## src/rtl/lcd_drv_pkg.sv

```systemverilog
// Constants for the segment/common panel driver
package lcd_drv_pkg;
   localparam logic [15:0] SUPPLY_ADDR = 16'hff92;
   localparam logic [15:0] MODE_ADDR = 16'hff90;
   localparam logic [15:0] MEM_FIRST = 16'hfa64;
   localparam logic [15:0] MEM_LAST = 16'hfa7f;
   localparam logic [7:0] SUPPLY_RST = 8'h00;
   localparam logic [7:0] MODE_RST = 8'h00;
   localparam int SUPPLY_BIT = 0;
   localparam int ON_BIT = 7;
   localparam int CLKSEL_LSB = 4;
   localparam int DIV_BASE_LOG2 = 17;
   localparam int NUM_SEG = 28;
   localparam int NUM_COM = 4;
   // Ladder level codes: 0 = ground, 1 = one third, 2 = two thirds, 3 = top
   localparam logic [1:0] LVL_GND = 2'h0;
   localparam logic [1:0] LVL_THIRD = 2'h1;
   localparam logic [1:0] LVL_TWO_THIRD = 2'h2;
   localparam logic [1:0] LVL_TOP = 2'h3;
endpackage

```

## src/rtl/lcd_segment_common_driver.sv

```systemverilog
// Segment/common panel driver with supply, mode register and display memory
module lcd_segment_common_driver #(
   parameter int NUM_SEG = lcd_drv_pkg::NUM_SEG,
   parameter int DIV_BASE = lcd_drv_pkg::DIV_BASE_LOG2
) (
   input wire logic clk_sys_i,
   input wire logic rst_n_i,
   input wire logic [15:0] cpu_addr_i,
   input wire logic cpu_wr_i,
   input wire logic cpu_bit_wr_i,
   input wire logic [2:0] cpu_bit_sel_i,
   input wire logic [7:0] cpu_wdata_i,
   output logic [7:0] cpu_rdata_o,
   output logic cpu_hit_o,
   output logic ladder_supply_select_o,
   output logic [2*lcd_drv_pkg::NUM_COM-1:0] common_outputs_o,
   output logic [2*NUM_SEG-1:0] segment_outputs_o,
   output logic [1:0] phase_o,
   output logic polarity_o
);
   initial begin
      if (NUM_SEG < 1 || NUM_SEG > 28) begin
         $error("lcd_segment_common_driver: NUM_SEG out of range");
      end
   end

   // ------------------------------------------------------------
   // Register access
   // ------------------------------------------------------------
   logic [7:0] supply_r;
   logic [7:0] supply_nxt;
   logic [7:0] mode_r;
   logic [7:0] mode_nxt;
   logic [3:0] mem_r [NUM_SEG];
   logic sel_supply_w;
   logic sel_mode_w;
   logic sel_mem_w;
   logic [4:0] mem_idx_w;
   logic [7:0] cur_w;
   logic [7:0] wval_w;
   logic wr_any_w;

   assign sel_supply_w = cpu_addr_i == lcd_drv_pkg::SUPPLY_ADDR;
   assign sel_mode_w = cpu_addr_i == lcd_drv_pkg::MODE_ADDR;
   assign sel_mem_w = cpu_addr_i >= lcd_drv_pkg::MEM_FIRST &&
      cpu_addr_i <= lcd_drv_pkg::MEM_LAST &&
      (lcd_drv_pkg::MEM_LAST - cpu_addr_i) < 16'(NUM_SEG);
   // Segment zero at highest address
   assign mem_idx_w = 5'(lcd_drv_pkg::MEM_LAST - cpu_addr_i);
   assign cpu_hit_o = sel_supply_w | sel_mode_w | sel_mem_w;
   assign wr_any_w = cpu_wr_i | cpu_bit_wr_i;

   // Current contents of addressed location
   assign cur_w = sel_supply_w ? supply_r :
      sel_mode_w ? mode_r :
      sel_mem_w ? {4'h0, mem_r[mem_idx_w]} : 8'h00;

   // Byte write or single-bit manipulation on current value
   assign wval_w = cpu_bit_wr_i ?
      ((cur_w & ~(8'h01 << cpu_bit_sel_i)) |
       ({7'h00, cpu_wdata_i[0]} << cpu_bit_sel_i)) :
      cpu_wdata_i;
   // Only the ladder select bit is stored
   assign supply_nxt = (wr_any_w && sel_supply_w) ?
      {7'h00, wval_w[lcd_drv_pkg::SUPPLY_BIT]} : supply_r;
   assign mode_nxt = (wr_any_w && sel_mode_w) ? {wval_w[7:4], 4'h0} : mode_r;

   // Control registers
   always_ff @(posedge clk_sys_i) begin
      if (!rst_n_i) begin
         supply_r <= lcd_drv_pkg::SUPPLY_RST;
         mode_r <= lcd_drv_pkg::MODE_RST;
      end else begin
         supply_r <= supply_nxt;
         mode_r <= mode_nxt;
      end
   end

   // Display memory, low nibble only
   always_ff @(posedge clk_sys_i) begin
      if (!rst_n_i) begin
         for (int i = 0; i < NUM_SEG; i++) begin
            mem_r[i] <= 4'h0;
         end
      end else if (wr_any_w && sel_mem_w) begin
         mem_r[mem_idx_w] <= wval_w[3:0];
      end
   end

   // Read data register
   always_ff @(posedge clk_sys_i) begin
      if (!rst_n_i) begin
         cpu_rdata_o <= 8'h00;
      end else begin
         cpu_rdata_o <= cur_w;
      end
   end

   // Divider supply follows select bit
   assign ladder_supply_select_o = supply_r[lcd_drv_pkg::SUPPLY_BIT];

   // ------------------------------------------------------------
   // Scanning
   // ------------------------------------------------------------
   logic tick_w;
   logic on_w;
   logic [1:0] phase_r;
   logic pol_r;

   assign on_w = mode_r[lcd_drv_pkg::ON_BIT];

   lcd_scan_div #(
      .DIV_BASE(DIV_BASE)
   ) u_div (
      .clk_sys_i(clk_sys_i),
      .rst_n_i(rst_n_i),
      .sel_i(mode_r[lcd_drv_pkg::CLKSEL_LSB +: 2]),
      .tick_o(tick_w)
   );

   // Phase counter and frame polarity
   always_ff @(posedge clk_sys_i) begin
      if (!rst_n_i) begin
         phase_r <= 2'h0;
         pol_r <= 1'b0;
      end else if (tick_w) begin
         phase_r <= phase_r + 2'h1;
         if (phase_r == 2'h3) begin
            pol_r <= ~pol_r;
         end
      end
   end

   assign phase_o = phase_r;
   assign polarity_o = pol_r;

   function automatic logic [1:0] level(input logic sel, input logic pol);
      // Common non-select sits two thirds from the select rail
      if (sel) begin
         level = pol ? lcd_drv_pkg::LVL_GND : lcd_drv_pkg::LVL_TOP;
      end else begin
         level = pol ? lcd_drv_pkg::LVL_TWO_THIRD : lcd_drv_pkg::LVL_THIRD;
      end
   endfunction

   function automatic logic [1:0] seg_level(input logic sel,
                                            input logic pol);
      // Segment is opposite rail to common
      if (sel) begin
         seg_level = pol ? lcd_drv_pkg::LVL_TOP : lcd_drv_pkg::LVL_GND;
      end else begin
         seg_level = pol ? lcd_drv_pkg::LVL_THIRD :
            lcd_drv_pkg::LVL_TWO_THIRD;
      end
   endfunction

   logic [2*lcd_drv_pkg::NUM_COM-1:0] com_nxt;
   logic [2*NUM_SEG-1:0] seg_nxt;

   // Output level encoding
   always_comb begin
      for (int c = 0; c < lcd_drv_pkg::NUM_COM; c++) begin
         com_nxt[2*c +: 2] = level(phase_r == 2'(c), pol_r);
      end
      for (int s = 0; s < NUM_SEG; s++) begin
         seg_nxt[2*s +: 2] = seg_level(on_w && mem_r[s][phase_r],
                                       pol_r);
      end
   end

   // Registered drive codes
   always_ff @(posedge clk_sys_i) begin
      if (!rst_n_i) begin
         common_outputs_o <= '0;
         segment_outputs_o <= '0;
      end else begin
         common_outputs_o <= com_nxt;
         segment_outputs_o <= seg_nxt;
      end
   end

   // ------------------------------------------------------------
   // Checks
   // ------------------------------------------------------------
   supply_reset_a: assert property (@(posedge clk_sys_i)
      !rst_n_i |=> supply_r == 8'h00)
      else $error("supply register not cleared");
   ladder_follow_a: assert property (@(posedge clk_sys_i)
      disable iff (!rst_n_i)
      (cpu_wr_i && !cpu_bit_wr_i && sel_supply_w) |=> ladder_supply_select_o ==
         $past(cpu_wdata_i[0]))
      else $error("ladder select wrong");
   bit_write_a: assert property (@(posedge clk_sys_i)
      disable iff (!rst_n_i)
      (cpu_bit_wr_i && !cpu_wr_i && sel_supply_w && cpu_bit_sel_i == 3'h0)
      |=> ladder_supply_select_o == $past(cpu_wdata_i[0]))
      else $error("bit write ignored");
   upper_zero_a: assert property (@(posedge clk_sys_i)
      disable iff (!rst_n_i)
      sel_mem_w |=> cpu_rdata_o[7:4] == 4'h0)
      else $error("upper nibble not zero");
   mem_reset_a: assert property (@(posedge clk_sys_i)
      !rst_n_i |=> mem_r[0] == 4'h0)
      else $error("memory not cleared");
   phase_step_a: assert property (@(posedge clk_sys_i)
      disable iff (!rst_n_i)
      tick_w |=> phase_r == $past(phase_r) + 2'h1)
      else $error("phase order wrong");
   frame_flip_a: assert property (@(posedge clk_sys_i)
      disable iff (!rst_n_i)
      (tick_w && phase_r == 2'h3) |=> pol_r != $past(pol_r))
      else $error("polarity not flipped");
   off_nonsel_a: assert property (@(posedge clk_sys_i)
      disable iff (!rst_n_i)
      ((rst_n_i && !on_w) ##1 !on_w) |-> segment_outputs_o[1:0] inside
         {lcd_drv_pkg::LVL_THIRD, lcd_drv_pkg::LVL_TWO_THIRD})
      else $error("segment selected while off");
endmodule

```

## src/rtl/lcd_scan_div.sv

```systemverilog
// Scan clock enable divider
module lcd_scan_div #(
   parameter int DIV_BASE = 17
) (
   input wire logic clk_sys_i,
   input wire logic rst_n_i,
   input wire logic [1:0] sel_i,
   output logic tick_o
);
   initial begin
      if (DIV_BASE < 4 || DIV_BASE > 30) begin
         $error("lcd_scan_div: DIV_BASE out of range");
      end
   end

   logic [DIV_BASE-1:0] cnt_r;
   logic [DIV_BASE-1:0] cnt_nxt;
   logic [DIV_BASE-1:0] mask_w;

   // Count span shrinks by one bit per select code
   assign mask_w = {DIV_BASE{1'b1}} >> sel_i;
   assign cnt_nxt = (cnt_r & mask_w) == mask_w ? '0 : cnt_r + 1'b1;
   assign tick_o = (cnt_r & mask_w) == mask_w;

   // Free running counter
   always_ff @(posedge clk_sys_i) begin
      if (!rst_n_i) begin
         cnt_r <= '0;
      end else begin
         cnt_r <= cnt_nxt;
      end
   end
endmodule

```

## config.mk

```make
export PLATFORM = sky130hd
export DESIGN_NAME = lcd_segment_common_driver
export DESIGN_NICKNAME = d
export VERILOG_FILES = /design/src/rtl/lcd_drv_pkg.sv /design/src/rtl/lcd_segment_common_driver.sv /design/src/rtl/lcd_scan_div.sv
export SDC_FILE = /design/constraint.sdc
export NUM_CORES = 1
export LEC_CHECK = 0
export BUFFER_PORTS_ARGS = -buffer_cell sky130_fd_sc_hd__buf_2
export CORE_UTILIZATION = 60
export DETAILED_ROUTE_END_ITERATION = 7
export GPL_TIMING_DRIVEN = 0
export PLACE_DENSITY = 0.81
export SLEW_MARGIN = 20
export SYNTH_ARGS = -nofsm -noshare
export SYNTH_HDL_FRONTEND = slang
export SYNTH_SLANG_ARGS = --single-unit
```

## constraint.sdc

```tcl
create_clock -name clk_sys_i -period 4.4 [get_ports clk_sys_i]
set_input_delay 0.22 -clock clk_sys_i [delete_from_list [all_inputs] [get_ports clk_sys_i]]
set_output_delay 0.22 -clock clk_sys_i [all_outputs]
set_load 0.01 [all_outputs]
```

Word-level counts from Yosys, hierarchy flattened
Memories as Yosys holds them, arrays and structs flattened.
Index checks and enable logic that the tools add are counted.
Cells by class
  add/subtract/negate cells: 3
  $mul: 0
  divide/modulo/power cells: 0
  magnitude comparators: 4
  eq/ne operators: 6
  shift operators: 3
  mux-type cells: 103
  bitwise gates (word level): 9
  reduce and logical (&&, ||, !) cells: 37
Operators by type and width (number)
  2-bit 2-to-1 mux: 36
  1-bit binary-select mux with 2-bit select: 28
  1-bit logical AND: 33
  1-bit 2-to-1 mux: 33
  16-bit equality test, second input constant: 2
  8-bit 2-to-1 mux: 3
  17-bit by 1-bit adder with 17-bit output, second input constant: 1
  17-bit bitwise AND: 1
  17-bit equality test: 1
  17-bit by 2-bit >> shifter with 17-bit output, first input constant: 1
  16-bit greater-or-equal comparator, second input constant: 1
  16-bit less-or-equal comparator, second input constant: 1
  16-bit by 5-bit < comparator with 1-bit output, second input constant: 1
  16-bit subtractor, first input constant: 1
  8-bit bitwise AND: 1
  4-bit 2-to-1 mux: 2
  8-bit inverter: 1
  8-bit bitwise OR: 1
  1-bit by 3-bit << shifter with 8-bit output: 1
  1-bit by 3-bit << shifter with 8-bit output, first input constant: 1
  5-bit 2-to-1 mux: 1
  2-bit equality test, second input constant: 2
  4-bit OR reduction: 1
  2-bit by 3-bit < comparator with 1-bit output, second input constant: 1
  other kinds (7): 10
Storage, ports and cells
  flip-flop bits (word level): 97
  bits in latches: 0
  RAM bits: 112
  ROM bits: 0
  input bits: 31
  output and inout bits: 77
  logic and storage cells: 174
  memories: 1
Memory list
  mem_r: depth 28, width 4, read ports 29, clocked after Yosys merged registers in 0, write ports 28, line lcd_segment_common_driver.sv:34  | logic [3:0] mem_r [NUM_SEG];

Longest topological paths before layout
Gate-level depths: netlist of the first run.
  depth after elaboration: 10
  mapped depth: 12
  mapped depth without buffers: 8

Hierarchy
From an unflattened synthesis of the first run, not the netlist that was laid out.
Second synthesis, totals
  cell total of the unflattened synthesis: 849
  area, all modules: 9973.3 sq um
Modules (own cells, without submodules)
  lcd_segment_common_driver: instances 1, cells an instance 765, area an instance 9207.6 sq um, seq. area each 4904.7 sq um
  lcd_scan_div: instances 1, cells an instance 84, area an instance 765.7 sq um, seq. area each 340.3 sq um

Worst setup path before layout of the first run
Ideal clock, no wire load.
  path type: input -> register
  from: input cpu_addr_i[1]
  to: memory mem_r[28][3] (data pin)
  setup time: 0.264 ns
  arrival: 1.975 ns
  data required time: 4.136 ns
  setup slack: 2.161 ns
  stages on the path: 8
  buffers on the path: 4
  path through: buf_6 > buf_12 > buf_12 > mux4_1 > mux4_2 > a21oi_4 > buf_6 > nand2_2
RTL lines
  start, declared: line lcd_segment_common_driver.sv:8  | input wire logic [15:0] cpu_addr_i,
  end, declared: line lcd_segment_common_driver.sv:34

==> impl_metrics.csv, run 1 <==
group,metric,value,unit
critical_path,worstSetupEndpointType,"register",
global_routing,overflow,0,
sta,rsz0062_at_grt,"false",
critical_path,crit_path_cell_trace,"buf_2 -> inv_1 -> ha_1 -> nor3b_1 -> nand4_1 -> nor2_1 -> nand2_1 -> nand2_1",
pwr,power_density,353,nW/um2
detailed_routing,routedWlPerCell,21.7,um
clock_network,htree_levels,4,
critical_path,path_delay_family,"simple AND/OR/NAND/NOR gates",
layout,area_growth,14.3,%
layout,nNetsFinal,1043,
sta,max_slew_margin,33.4,%
sta,fin_tns_setup,0,ns
synthesis,synthArstFlopShare,0,%
clock_network,cts_hold_buf,0,
pwr,ir_drop,0.000287,V
pwr,switchingPower,0.997,mW
synthesis,ys_seq_area_share,52.7,%
sta,hold_slack,0.0942,ns
detailed_routing,vias,7670,
detailed_routing,drt-initial-drc-count,975,
pwr,leakage,4.49,nW
synthesis,synth_edf_count,128,
critical_path,slowest_delay,0.82,ns
clock_network,cts.sinks,198,
pwr,seqPwrFrac,52.4,%
detailed_routing,route.detailed.drc,0,
critical_path,crit_arrival,2.93,ns
clock_network,cts_inserted_buffers,17,
critical_path,worstPathRequired,4.53,ns
layout,drive_above_1_share,24.1,%
layout,multi_input_area,4140,um2
layout,diodes,0,
global_routing,antenna_found_initial,0,
global_routing,grt_pass1_vias,6800,
detailed_routing,avgViaCountPerCell,6.25,
sta,period_share,63.5,%
run,cap_viol_max_count,0,
sta,hold_viol_final,0,
sta,report.final.setup_viol,0,
hold_path,hold_path_class,"in2reg",
layout,n_fill_cell,1109,
critical_path,critPathBufInv,2,
global_routing,grt_start_max_net_pins,29,
synthesis,ys_ff_latch,198,
synthesis,synth_area,9950,um2
sta,finalMaxSlewViolations,0,
clock_network,clkSlewWorstSetupHoldPaths,0.07,ns
sta,tightest_slew,0.999,ns
sta,fin_crit,2.79,ns
placement,dp.cells,1195,
pwr,clockPowerShare,38.7,%
sta,setup_ws,1.61,ns
critical_path,startpoint_type,"primary input",
run_status,status,"finished clean",
critical_path,worst_path_max_delay_cell,"nor2_1",
floorplanning,die_w,131,um
clock_network,root_buffer,"clkbuf_16",
critical_path,critical_path_class,"in2reg",
floorplanning,die_h,131,um
detailed_routing,first_pass_iters,5,
global_routing,grt_pass1_wl,38900,um
placement,place_ws,1.10,ns
layout,ff_latch_area,5250,um2
placement,place.gp.congestion,0.945,
global_routing,grtUsageTotal,32.3,%
synthesis,synth_ff_type,"edfxtp_1",
critical_path,cp_max_fo,7,
pwr,p_int,3.01,mW
clock_network,post_cts.repair.setup_buffers,0,
floorplanning,core-area,16100,um2
clock_network,cts_tree,"built",
clock_network,ctsResizeCount,0,
floorplanning,dieArea,17100,um2
clock_network,clk_latency,0.45,ns
synthesis,postSynthCellCount,861,
placement,dp_hpwl,19500,um
synthesis,synth_area_per_cell,11.6,um2
pwr,swShare,24.9,%
sta,fmax,358,MHz
critical_path,cpMostUsedCell,"nand2_1",
detailed_routing,wl,26600,um
floorplanning,start_util,62.0,%
detailed_routing,ant_nets,0,
pwr,p_comb_share,8.9,%
critical_path,r2r_setup_slack,1.84,ns
clock_network,cts_buffer_depth,2,
floorplanning,pin_count,108,
placement,io_buffers,103,
layout,final_cells,1227,
sta,skew,0.0117,ns
floorplanning,core.rowCount,46,
synthesis,yosys_warnings,0,
synthesis,synth_cell_type_count,59,
[cells in the final DEF (no fill, tap or decap), types with 14 or more instances in the layout]
| cell | netlist | final |
|---|---|---|
| nor2_1 | 143 | 143 |
| clkbuf_16 | 0 | 17 |
| mux4_2 | 40 | 40 |
| nand2_1 | 77 | 77 |
| conb_1 | 1 | 16 |
| dfxtp_1 | 70 | 70 |
| buf_4 | 31 | 31 |
| inv_1 | 14 | 14 |
| clkbuf_1 | 28 | 29 |
| buf_2 | 9 | 112 |
| edfxtp_1 | 128 | 128 |
| a21oi_1 | 33 | 33 |
| mux2i_1 | 31 | 31 |
| ha_1 | 14 | 14 |
| nand3_1 | 46 | 46 |
| and3b_1 | 29 | 29 |
[path summary, 6_finish.rpt]
check	to	depth (start not counted)	start
worst max-delay path	mem_r[0][3]$_SDFFCE_PN0P_	8	cpu_addr_i[7]
worst min-delay path	mode_r[6]$_SDFFE_PN0P_	3	cpu_wdata_i[6]
worst max register to register	u_div.cnt_r[9]$_SDFF_PP0_	7	u_div.cnt_r[0]$_SDFF_PP0_
worst min register to register	u_div.cnt_r[0]$_SDFF_PP0_	1	u_div.cnt_r[0]$_SDFF_PP0_
[layout make-up]
class	count	area share (%)
clock buffer	19	3.89
inverter	17	0.561
multi-input combinational	574	36.4
timing repair buffer	103	4.53
clock inverter	13	1.19
tap	216	2.38
buffer	87	4.96
sequential	198	46.1
[state kept, by name (all words and copies together) (netlist names)]
signal / flops
phase_o: 2
common_outputs_o: 8
mode_r: 4
supply_r: 1
segment_outputs_o: 29
cpu_rdata_o: 8
polarity_o: 1
u_div.cnt_r: 17
mem_r: 128
[power by group through the flow]
stage / Sequential, mW / Combinational (mW) / Clock [mW]
final: 2.10 / 0.355 / 1.55
after CTS: 2.10 / 0.345 / 1.54
after detailed placement: 2.14 / 0.343 / 0
after global routing: 2.11 / 0.372 / 1.62
after floorplan: 2.13 / 0.217 / 0
after global placement: 2.14 / 0.338 / 0
[stage by stage]
stage	instance area, um2	power, mW	util [%]
2_1_floorplan	10000	2.35	-
3_3_place_gp	10800	2.48	67.2
3_5_place_dp	10800	2.49	67.2
4_1_cts	11400	3.99	70.8
5_1_grt	11400	4.10	70.9
6_report	11400	4.01	70.9
[logic make-up (layout without fill, tap and decap cells)]
family          Yosys count  count (layout)  synth area share, %
fa+ha+maj                14              14                 1.76
mux                      84              84                 14.8
compound gates           91              91                 5.88
other cells               1              16               0.0377
buf+inv                 104             239                 6.29
xor+xnor                 17              17                 1.50
simple gates            352             352                 17.0
flops                   198             198                 52.7
[worst register-to-register path: stages, from the launching register on]
cell and delay [ns]:
dfxtp_1 0.40, ha_1 0.25, nand2_1 0.10, nor3_1 0.53, o2111ai_1 0.43, nand2_1 0.37
buf_2 0.28, nor2_1 0.08
[Yosys cell counts, drive strengths merged (6+ instances only)]
cell type  number  area (um2)
buf            59         457
edfxtp        128        3840
nor2          143         537
and3           10        62.6
clkbuf         28         105
and2            8        50.1
o21a            8        60.1
nor3            7        35.0
o21ai          13        65.1
xor2            9        78.8
and3b          29         254
mux2i          31         310
mux4           48        1110
ha             14         175
nand4           6        37.5
nand2          78         295
a22oi          10        75.1
dfxtp          70        1400
nand3          46         230
a21oi          34         181
xnor2           8        70.1
inv            17        63.8
nor2b           9        56.3
[layer usage]
layer | vias up | part of all wire (%) | GRT usage, %
met1 | 3596 | 37 | 41.6
met4 | 0 | 4.3 | 16.1
met2 | 607 | 46 | 50.9
met3 | 108 | 13 | 8.59
li1 | 3359 | - | -
met5 | - | 0 | 0
No activity file was read; power rests on OpenSTA's default activity.
==> inputs of run 2 (changes only) <==
--- a/config.mk
+++ b/config.mk
@@ -6,10 +6,10 @@
 export NUM_CORES = 1
 export LEC_CHECK = 0
 export BUFFER_PORTS_ARGS = -buffer_cell sky130_fd_sc_hd__buf_2
-export CORE_UTILIZATION = 60
+export CORE_UTILIZATION = 59
 export DETAILED_ROUTE_END_ITERATION = 7
 export GPL_TIMING_DRIVEN = 0
-export PLACE_DENSITY = 0.81
+export PLACE_DENSITY = 0.8
 export SLEW_MARGIN = 20
 export SYNTH_ARGS = -nofsm -noshare
 export SYNTH_HDL_FRONTEND = slang
==> constraint.sdc (replaced) <==
create_clock -name clk_sys_i -period 2.6 [get_ports clk_sys_i]
set_input_delay 0.13 -clock clk_sys_i [delete_from_list [all_inputs] [get_ports clk_sys_i]]
set_output_delay 0.13 -clock clk_sys_i [all_outputs]
set_load 0.01 [all_outputs]
==> run 2 against run 1 <==
Compared with the run above:
- power rose by 69%
- register-to-register slack got worse by 1.8 ns
- hold slack got worse by 0.044 ns
- critical path depth fell by 2
- final cell count rose by 0.41%
- non-clock buffer count did not move
- highest routed layer unchanged
- sequential cell count did not move
- sequential share of layout area barely moved
- setup slack got worse by 1.6 ns
- final area barely moved
==> impl_metrics.csv, run 2 (synthesis results as in run 1) <==
group,metric,value,unit
clock_network,root_buffer,"clkbuf_16",
pwr,seqPwrFrac,52.4,%
critical_path,cp_max_fo,7,
floorplanning,core.rowCount,47,
sta,tightest_slew,1.10,ns
floorplanning,pin_count,108,
sta,finalMaxSlewViolations,0,
global_routing,grtUsageTotal,32.2,%
run,cap_viol_max_count,0,
critical_path,critical_path_class,"in2reg",
clock_network,cts_inserted_buffers,17,
sta,hold_viol_final,0,
layout,reg_top3,"mem_r: 128 flops, segment_outputs_o: 29 flops, u_div.cnt_r: 17 flops",
detailed_routing,routedWlPerCell,21.8,um
critical_path,startpoint_type,"primary input",
critical_path,slowest_delay,0.84,ns
critical_path,cpMostUsedCell,"nand2_1",
sta,fmax,393,MHz
clock_network,cts_buffer_depth,2,
pwr,clockPowerShare,38.7,%
critical_path,crit_arrival,2.69,ns
global_routing,grt_start_max_net_pins,29,
global_routing,overflow,0,
detailed_routing,route.detailed.drc,0,
placement,dp.cells,1199,
detailed_routing,ant_nets,0,
detailed_routing,drt-initial-drc-count,1011,
sta,report.final.setup_viol,0,
detailed_routing,route.met2.wl,12600,um
critical_path,worst_path_max_delay_cell,"nor2_1",
layout,n_fill_cell,1212,
layout,fin_util,68.9,%
floorplanning,dieArea,17400,um2
clock_network,clk_latency,0.45,ns
layout,top_register,"mem_r",
sta,rsz0062_at_grt,"true",
placement,dp_hpwl,19700,um
detailed_routing,wl,26900,um
layout,nNetsFinal,1043,
clock_network,clkSlewWorstSetupHoldPaths,0.08,ns
global_routing,grt_pass1_wl,41200,um
pwr,ir_drop,0.000486,V
pwr,leakage,4.48,nW
layout,drive_above_1_share,24.2,%
sta,skew,0.0153,ns
critical_path,crit_path_cell_trace,"buf_2 -> nor4b_1 -> nand4_1 -> nor2_1 -> nand2_1 -> nand2_1",
layout,final_cell_mix,"nor2_1 (143), edfxtp_1 (128), buf_2 (112), nand2_1 (77), dfxtp_1 (70)",
pwr,swShare,26.2,%
layout,area_growth,14.4,%
sta,period_share,97.9,%
critical_path,worstSetupEndpointType,"register",
critical_path,worstPathRequired,2.74,ns
detailed_routing,met1Wirelength,10000,um
layout,final_cells,1232,
clock_network,post_cts.repair.setup_buffers,0,
placement,io_buffers,103,
pwr,p_comb_share,8.9,%
run_status,status,"finished clean",
hold_path,hold_path_class,"in2reg",
floorplanning,die_w,132,um
clock_network,cts_tree,"built",
detailed_routing,routed-wl-met3,3130,um
detailed_routing,avgViaCountPerCell,6.17,
layout,layout_commonest_cell,"nor2_1",
global_routing,antenna_found_initial,1,
floorplanning,die_h,132,um
layout,largest_reg_flops,128,
detailed_routing,first_pass_iters,6,
sta,max_slew_margin,26.8,%
placement,place_ws,-0.262,ns
pwr,switchingPower,1.78,mW
pwr,power_density,597,nW/um2
detailed_routing,top_layer_used,"met4",
floorplanning,core-area,16500,um2
sta,setup_ws,0.0558,ns
detailed_routing,vias,7597,
layout,final_area,11400,um2
global_routing,grt_pass1_vias,7295,
pwr,p_int,5.01,mW
placement,place.gp.congestion,0.986,
floorplanning,start_util,60.2,%
clock_network,cts.sinks,198,
placement,placed_area,10800,um2
clock_network,htree_levels,4,
sta,fin_crit,2.54,ns
## run 2: path summary, 6_finish.rpt
kind,from,endpoint,slack [ns],cells after the start
max reg2reg,mem_r[13][3]$_SDFFCE_PN0P_,mem_r[6][3]$_SDFFCE_PN0P_,0.06,7
min,cpu_wdata_i[6],mode_r[6]$_SDFFE_PN0P_,0.05,3
min reg2reg,u_div.cnt_r[16]$_SDFF_PP0_,u_div.cnt_r[16]$_SDFF_PP0_,0.49,2
max,cpu_addr_i[7],mem_r[22][3]$_SDFFCE_PN0P_,0.06,6
## run 2: power by group through the flow
stage | combinational [mW] | clock, mW | sequential (mW)
2_1_floorplan | 0.367 | 0 | 3.61
3_3_place_gp | 0.574 | 0 | 3.62
3_5_place_dp | 0.582 | 0 | 3.63
4_1_cts | 0.587 | 2.63 | 3.56
5_1_grt | 0.632 | 2.73 | 3.57
6_report | 0.605 | 2.63 | 3.56
## run 2: worst max-delay path: cells and delay by family
family / cells / cell delay [ns]
simple gates: 5 / 2.43
buf+inv: 1 / 0.11
## run 2: area by class of cell
type                    instances  area, um2  share of cell area [%]
flip-flops and latches        198       5250                    46.1
inverters                      17       63.8                   0.560
clock buffers                  17        425                    3.74
multi-input cells             574       4150                    36.4
diodes                          1       2.50                  0.0220
clock inverters                15        151                    1.33
well taps                     220        275                    2.42
repair buffers                103        515                    4.53
plain buffers                  87        563                    4.94
## run 2: through the flow
stage	hold slack (ns)	total power [mW]	TNS (ns)
3_5_place_dp	0.465	4.21	-22.00
2_1_floorplan	0.299	3.97	0
4_1_cts	0.0363	6.77	0
6_report	0.0505	6.79	0
3_3_place_gp	0.453	4.19	-46.50
5_1_grt	0.0419	6.94	-0.982
## run 2: per-layer routing
metal / vias to the layer above / global-route usage (%)
met5: - / 0
li1: 3363 / -
met3: 82 / 7.34
met1: 3619 / 41.6
met4: 0 / 16.5
met2: 533 / 51.1
## run 2: what timing repair did
action                                  in CTS  in global routing
endpoints found under the setup margin       0                 48
hold buffers                                 0                  0
resized for setup                            0                  3
==> inputs of run 3 (changes only) <==
--- a/config.mk
+++ b/config.mk
@@ -5,11 +5,11 @@
 export SDC_FILE = /design/constraint.sdc
 export NUM_CORES = 1
 export LEC_CHECK = 0
-export BUFFER_PORTS_ARGS = -buffer_cell sky130_fd_sc_hd__buf_2
-export CORE_UTILIZATION = 59
+export CORE_UTILIZATION = 60
 export DETAILED_ROUTE_END_ITERATION = 7
+export DONT_BUFFER_PORTS = 1
 export GPL_TIMING_DRIVEN = 0
-export PLACE_DENSITY = 0.8
+export PLACE_DENSITY = 0.76
 export SLEW_MARGIN = 20
 export SYNTH_ARGS = -nofsm -noshare
 export SYNTH_HDL_FRONTEND = slang
==> run 3 against run 2 <==
Compared with the run above:
- non-clock buffer count shrank 95
- register-to-register slack is essentially flat
- power shrank 3.3%
- largest cell class unchanged
==> impl_metrics.csv, run 3 (synthesis results as in run 1) <==
group,metric,value,unit
global_routing,grt_pass1_wl,39100,um
placement,io_buffers,0,
detailed_routing,first_pass_iters,5,
layout,final_area,10900,um2
layout,final_cell_mix,"nor2_1 (143), edfxtp_1 (128), nand2_1 (77), dfxtp_1 (70), nand3_1 (46)",
sta,period_share,97.5,%
global_routing,grt_pass1_vias,6784,
placement,dp.cells,1092,
floorplanning,die_h,131,um
clock_network,clk_latency,0.44,ns
run_status,status,"finished clean",
clock_network,cts_buffer_depth,2,
clock_network,cts_inserted_buffers,17,
clock_network,post_cts.repair.setup_buffers,0,
pwr,p_comb_share,8.2,%
clock_network,cts_tree,"built",
critical_path,cp_max_fo,10,
detailed_routing,drt-initial-drc-count,639,
global_routing,antenna_found_initial,0,
pwr,swShare,24.3,%
layout,final_cells,1132,
detailed_routing,ant_nets,0,
floorplanning,start_util,62.0,%
sta,max_slew_margin,35.1,%
critical_path,critical_path_class,"reg2reg",
layout,top_register,"mem_r",
sta,hold_viol_final,0,
critical_path,startpoint_type,"register",
sta,tightest_slew,0.974,ns
global_routing,overflow,0,
critical_path,worstPathRequired,2.78,ns
critical_path,crit_arrival,2.72,ns
pwr,p_int,4.97,mW
pwr,seqPwrFrac,54.5,%
critical_path,worstSetupEndpointType,"register",
pwr,power_density,602,nW/um2
sta,fin_crit,2.53,ns
clock_network,cts.sinks,198,
detailed_routing,wl,26500,um
clock_network,root_buffer,"clkbuf_16",
layout,drive_above_1_share,15.4,%
sta,fmax,394,MHz
sta,rsz0062_at_grt,"true",
floorplanning,pin_count,108,
floorplanning,core-area,16100,um2
pwr,power,6.57,mW
pwr,switchingPower,1.60,mW
layout,nNetsFinal,948,
pwr,clockPowerShare,37.3,%
global_routing,grt_start_max_net_pins,29,
clock_network,htree_levels,4,
pwr,leakage,4.03,nW
detailed_routing,route.detailed.drc,0,
sta,report.final.setup_viol,0,
floorplanning,die_w,131,um
layout,fin_util,67.9,%
sta,finalMaxSlewViolations,0,
placement,placed_area,10300,um2
placement,dp_hpwl,19700,um
detailed_routing,routedWlPerCell,23.4,um
layout,area_growth,9.63,%
layout,diodes,0,
layout,largest_reg_flops,128,
layout,reg_top3,"mem_r: 128 flops, segment_outputs_o: 29 flops, u_div.cnt_r: 17 flops",
detailed_routing,vias,7270,
hold_path,hold_path_class,"in2reg",
floorplanning,dieArea,17100,um2
run,cap_viol_max_count,0,
sta,skew,0.0114,ns
detailed_routing,avgViaCountPerCell,6.42,
pwr,ir_drop,0.000524,V
critical_path,r2r_setup_slack,0.07,ns
floorplanning,core.rowCount,46,
placement,place.gp.congestion,0.992,
clock_network,clkSlewWorstSetupHoldPaths,0.07,ns
global_routing,grtUsageTotal,32.3,%
layout,layout_commonest_cell,"nor2_1",
[run 3: cell types whose count changed in the layout (fill, tap and decap cells not counted), moves of 2 or more]
cell           change
buf_1              -2
buf_2            -103
clkbuf_1           +3
clkbuf_2           +2
dlygate4sd3_1      +8
inv_4              +2
inv_8              -5
[run 3: critical path, cell delays in order, from the launching register on]
cell and delay (ns):
edfxtp_1 0.42, mux4_1 0.58, mux4_2 0.54, o2111ai_2 0.17, and2b_1 0.18, buf_4 0.17, buf_6 0.18, nor2_1 0.05
[run 3: through the flow]
stage	TNS [ns]	hold WS (ns)	setup WS, ns
after floorplan	0	0.299	0.451
after global placement	-31.48	0.308	-0.604
after detailed placement	-22.50	0.330	-0.238
after CTS	0	0.0158	0.0159
after global routing	-0.648	0.0306	-0.0792
final	0	0.0438	0.0651
[run 3: path summary, 6_finish.rpt]
kind,start,endpoint,cells past startpoint
setup / recovery,mem_r[13][3]$_SDFFCE_PN0P_,mem_r[13][3]$_SDFFCE_PN0P_,7
hold / removal,cpu_wr_i,mode_r[4]$_SDFFE_PN0P_,2
setup reg to reg,mem_r[13][3]$_SDFFCE_PN0P_,mem_r[13][3]$_SDFFCE_PN0P_,7
hold reg to reg,u_div.cnt_r[0]$_SDFF_PP0_,u_div.cnt_r[0]$_SDFF_PP0_,1
[run 3: power groups by stage]
stage	sequential (mW)	combinational, mW	clock [mW]
global placement	3.64	0.499	0
floorplan	3.61	0.367	0
detailed placement	3.65	0.512	0
finish	3.58	0.538	2.45
CTS	3.58	0.523	2.46
global route	3.59	0.565	2.58
[run 3: routing by layer]
metal | global-route usage (%) | routed length, um | up-vias
li1 | - | - | 3171
met1 | 40.1 | 9650 | 3519
met2 | 51.5 | 12300 | 502
met3 | 10.1 | 3390 | 78
met4 | 15.8 | 1130 | 0
met5 | 0 | 0 | -
[run 3: cell type report]
| cell class | count | area (um2) |
|---|---|---|
| Sequential cell | 198 | 5250 |
| Fill cell | 1199 | 5150 |
| Multi-Input combinational cell | 574 | 4150 |
| Buffer | 87 | 566 |
| Clock buffer | 21 | 450 |
| Tap cell | 216 | 270 |
| Clock inverter | 11 | 87.6 |
| Timing Repair Buffer | 8 | 80.1 |
| Inverter | 17 | 63.8 |
[run 3: what timing repair did]
| action | 4_1_cts | 5_1_grt |
|---|---|---|
| setup endpoints to repair | 0 | 28 |
| hold buffers | 8 | 0 |
| resized for setup | 0 | 5 |
| hold endpoints to repair | 10 | 0 |
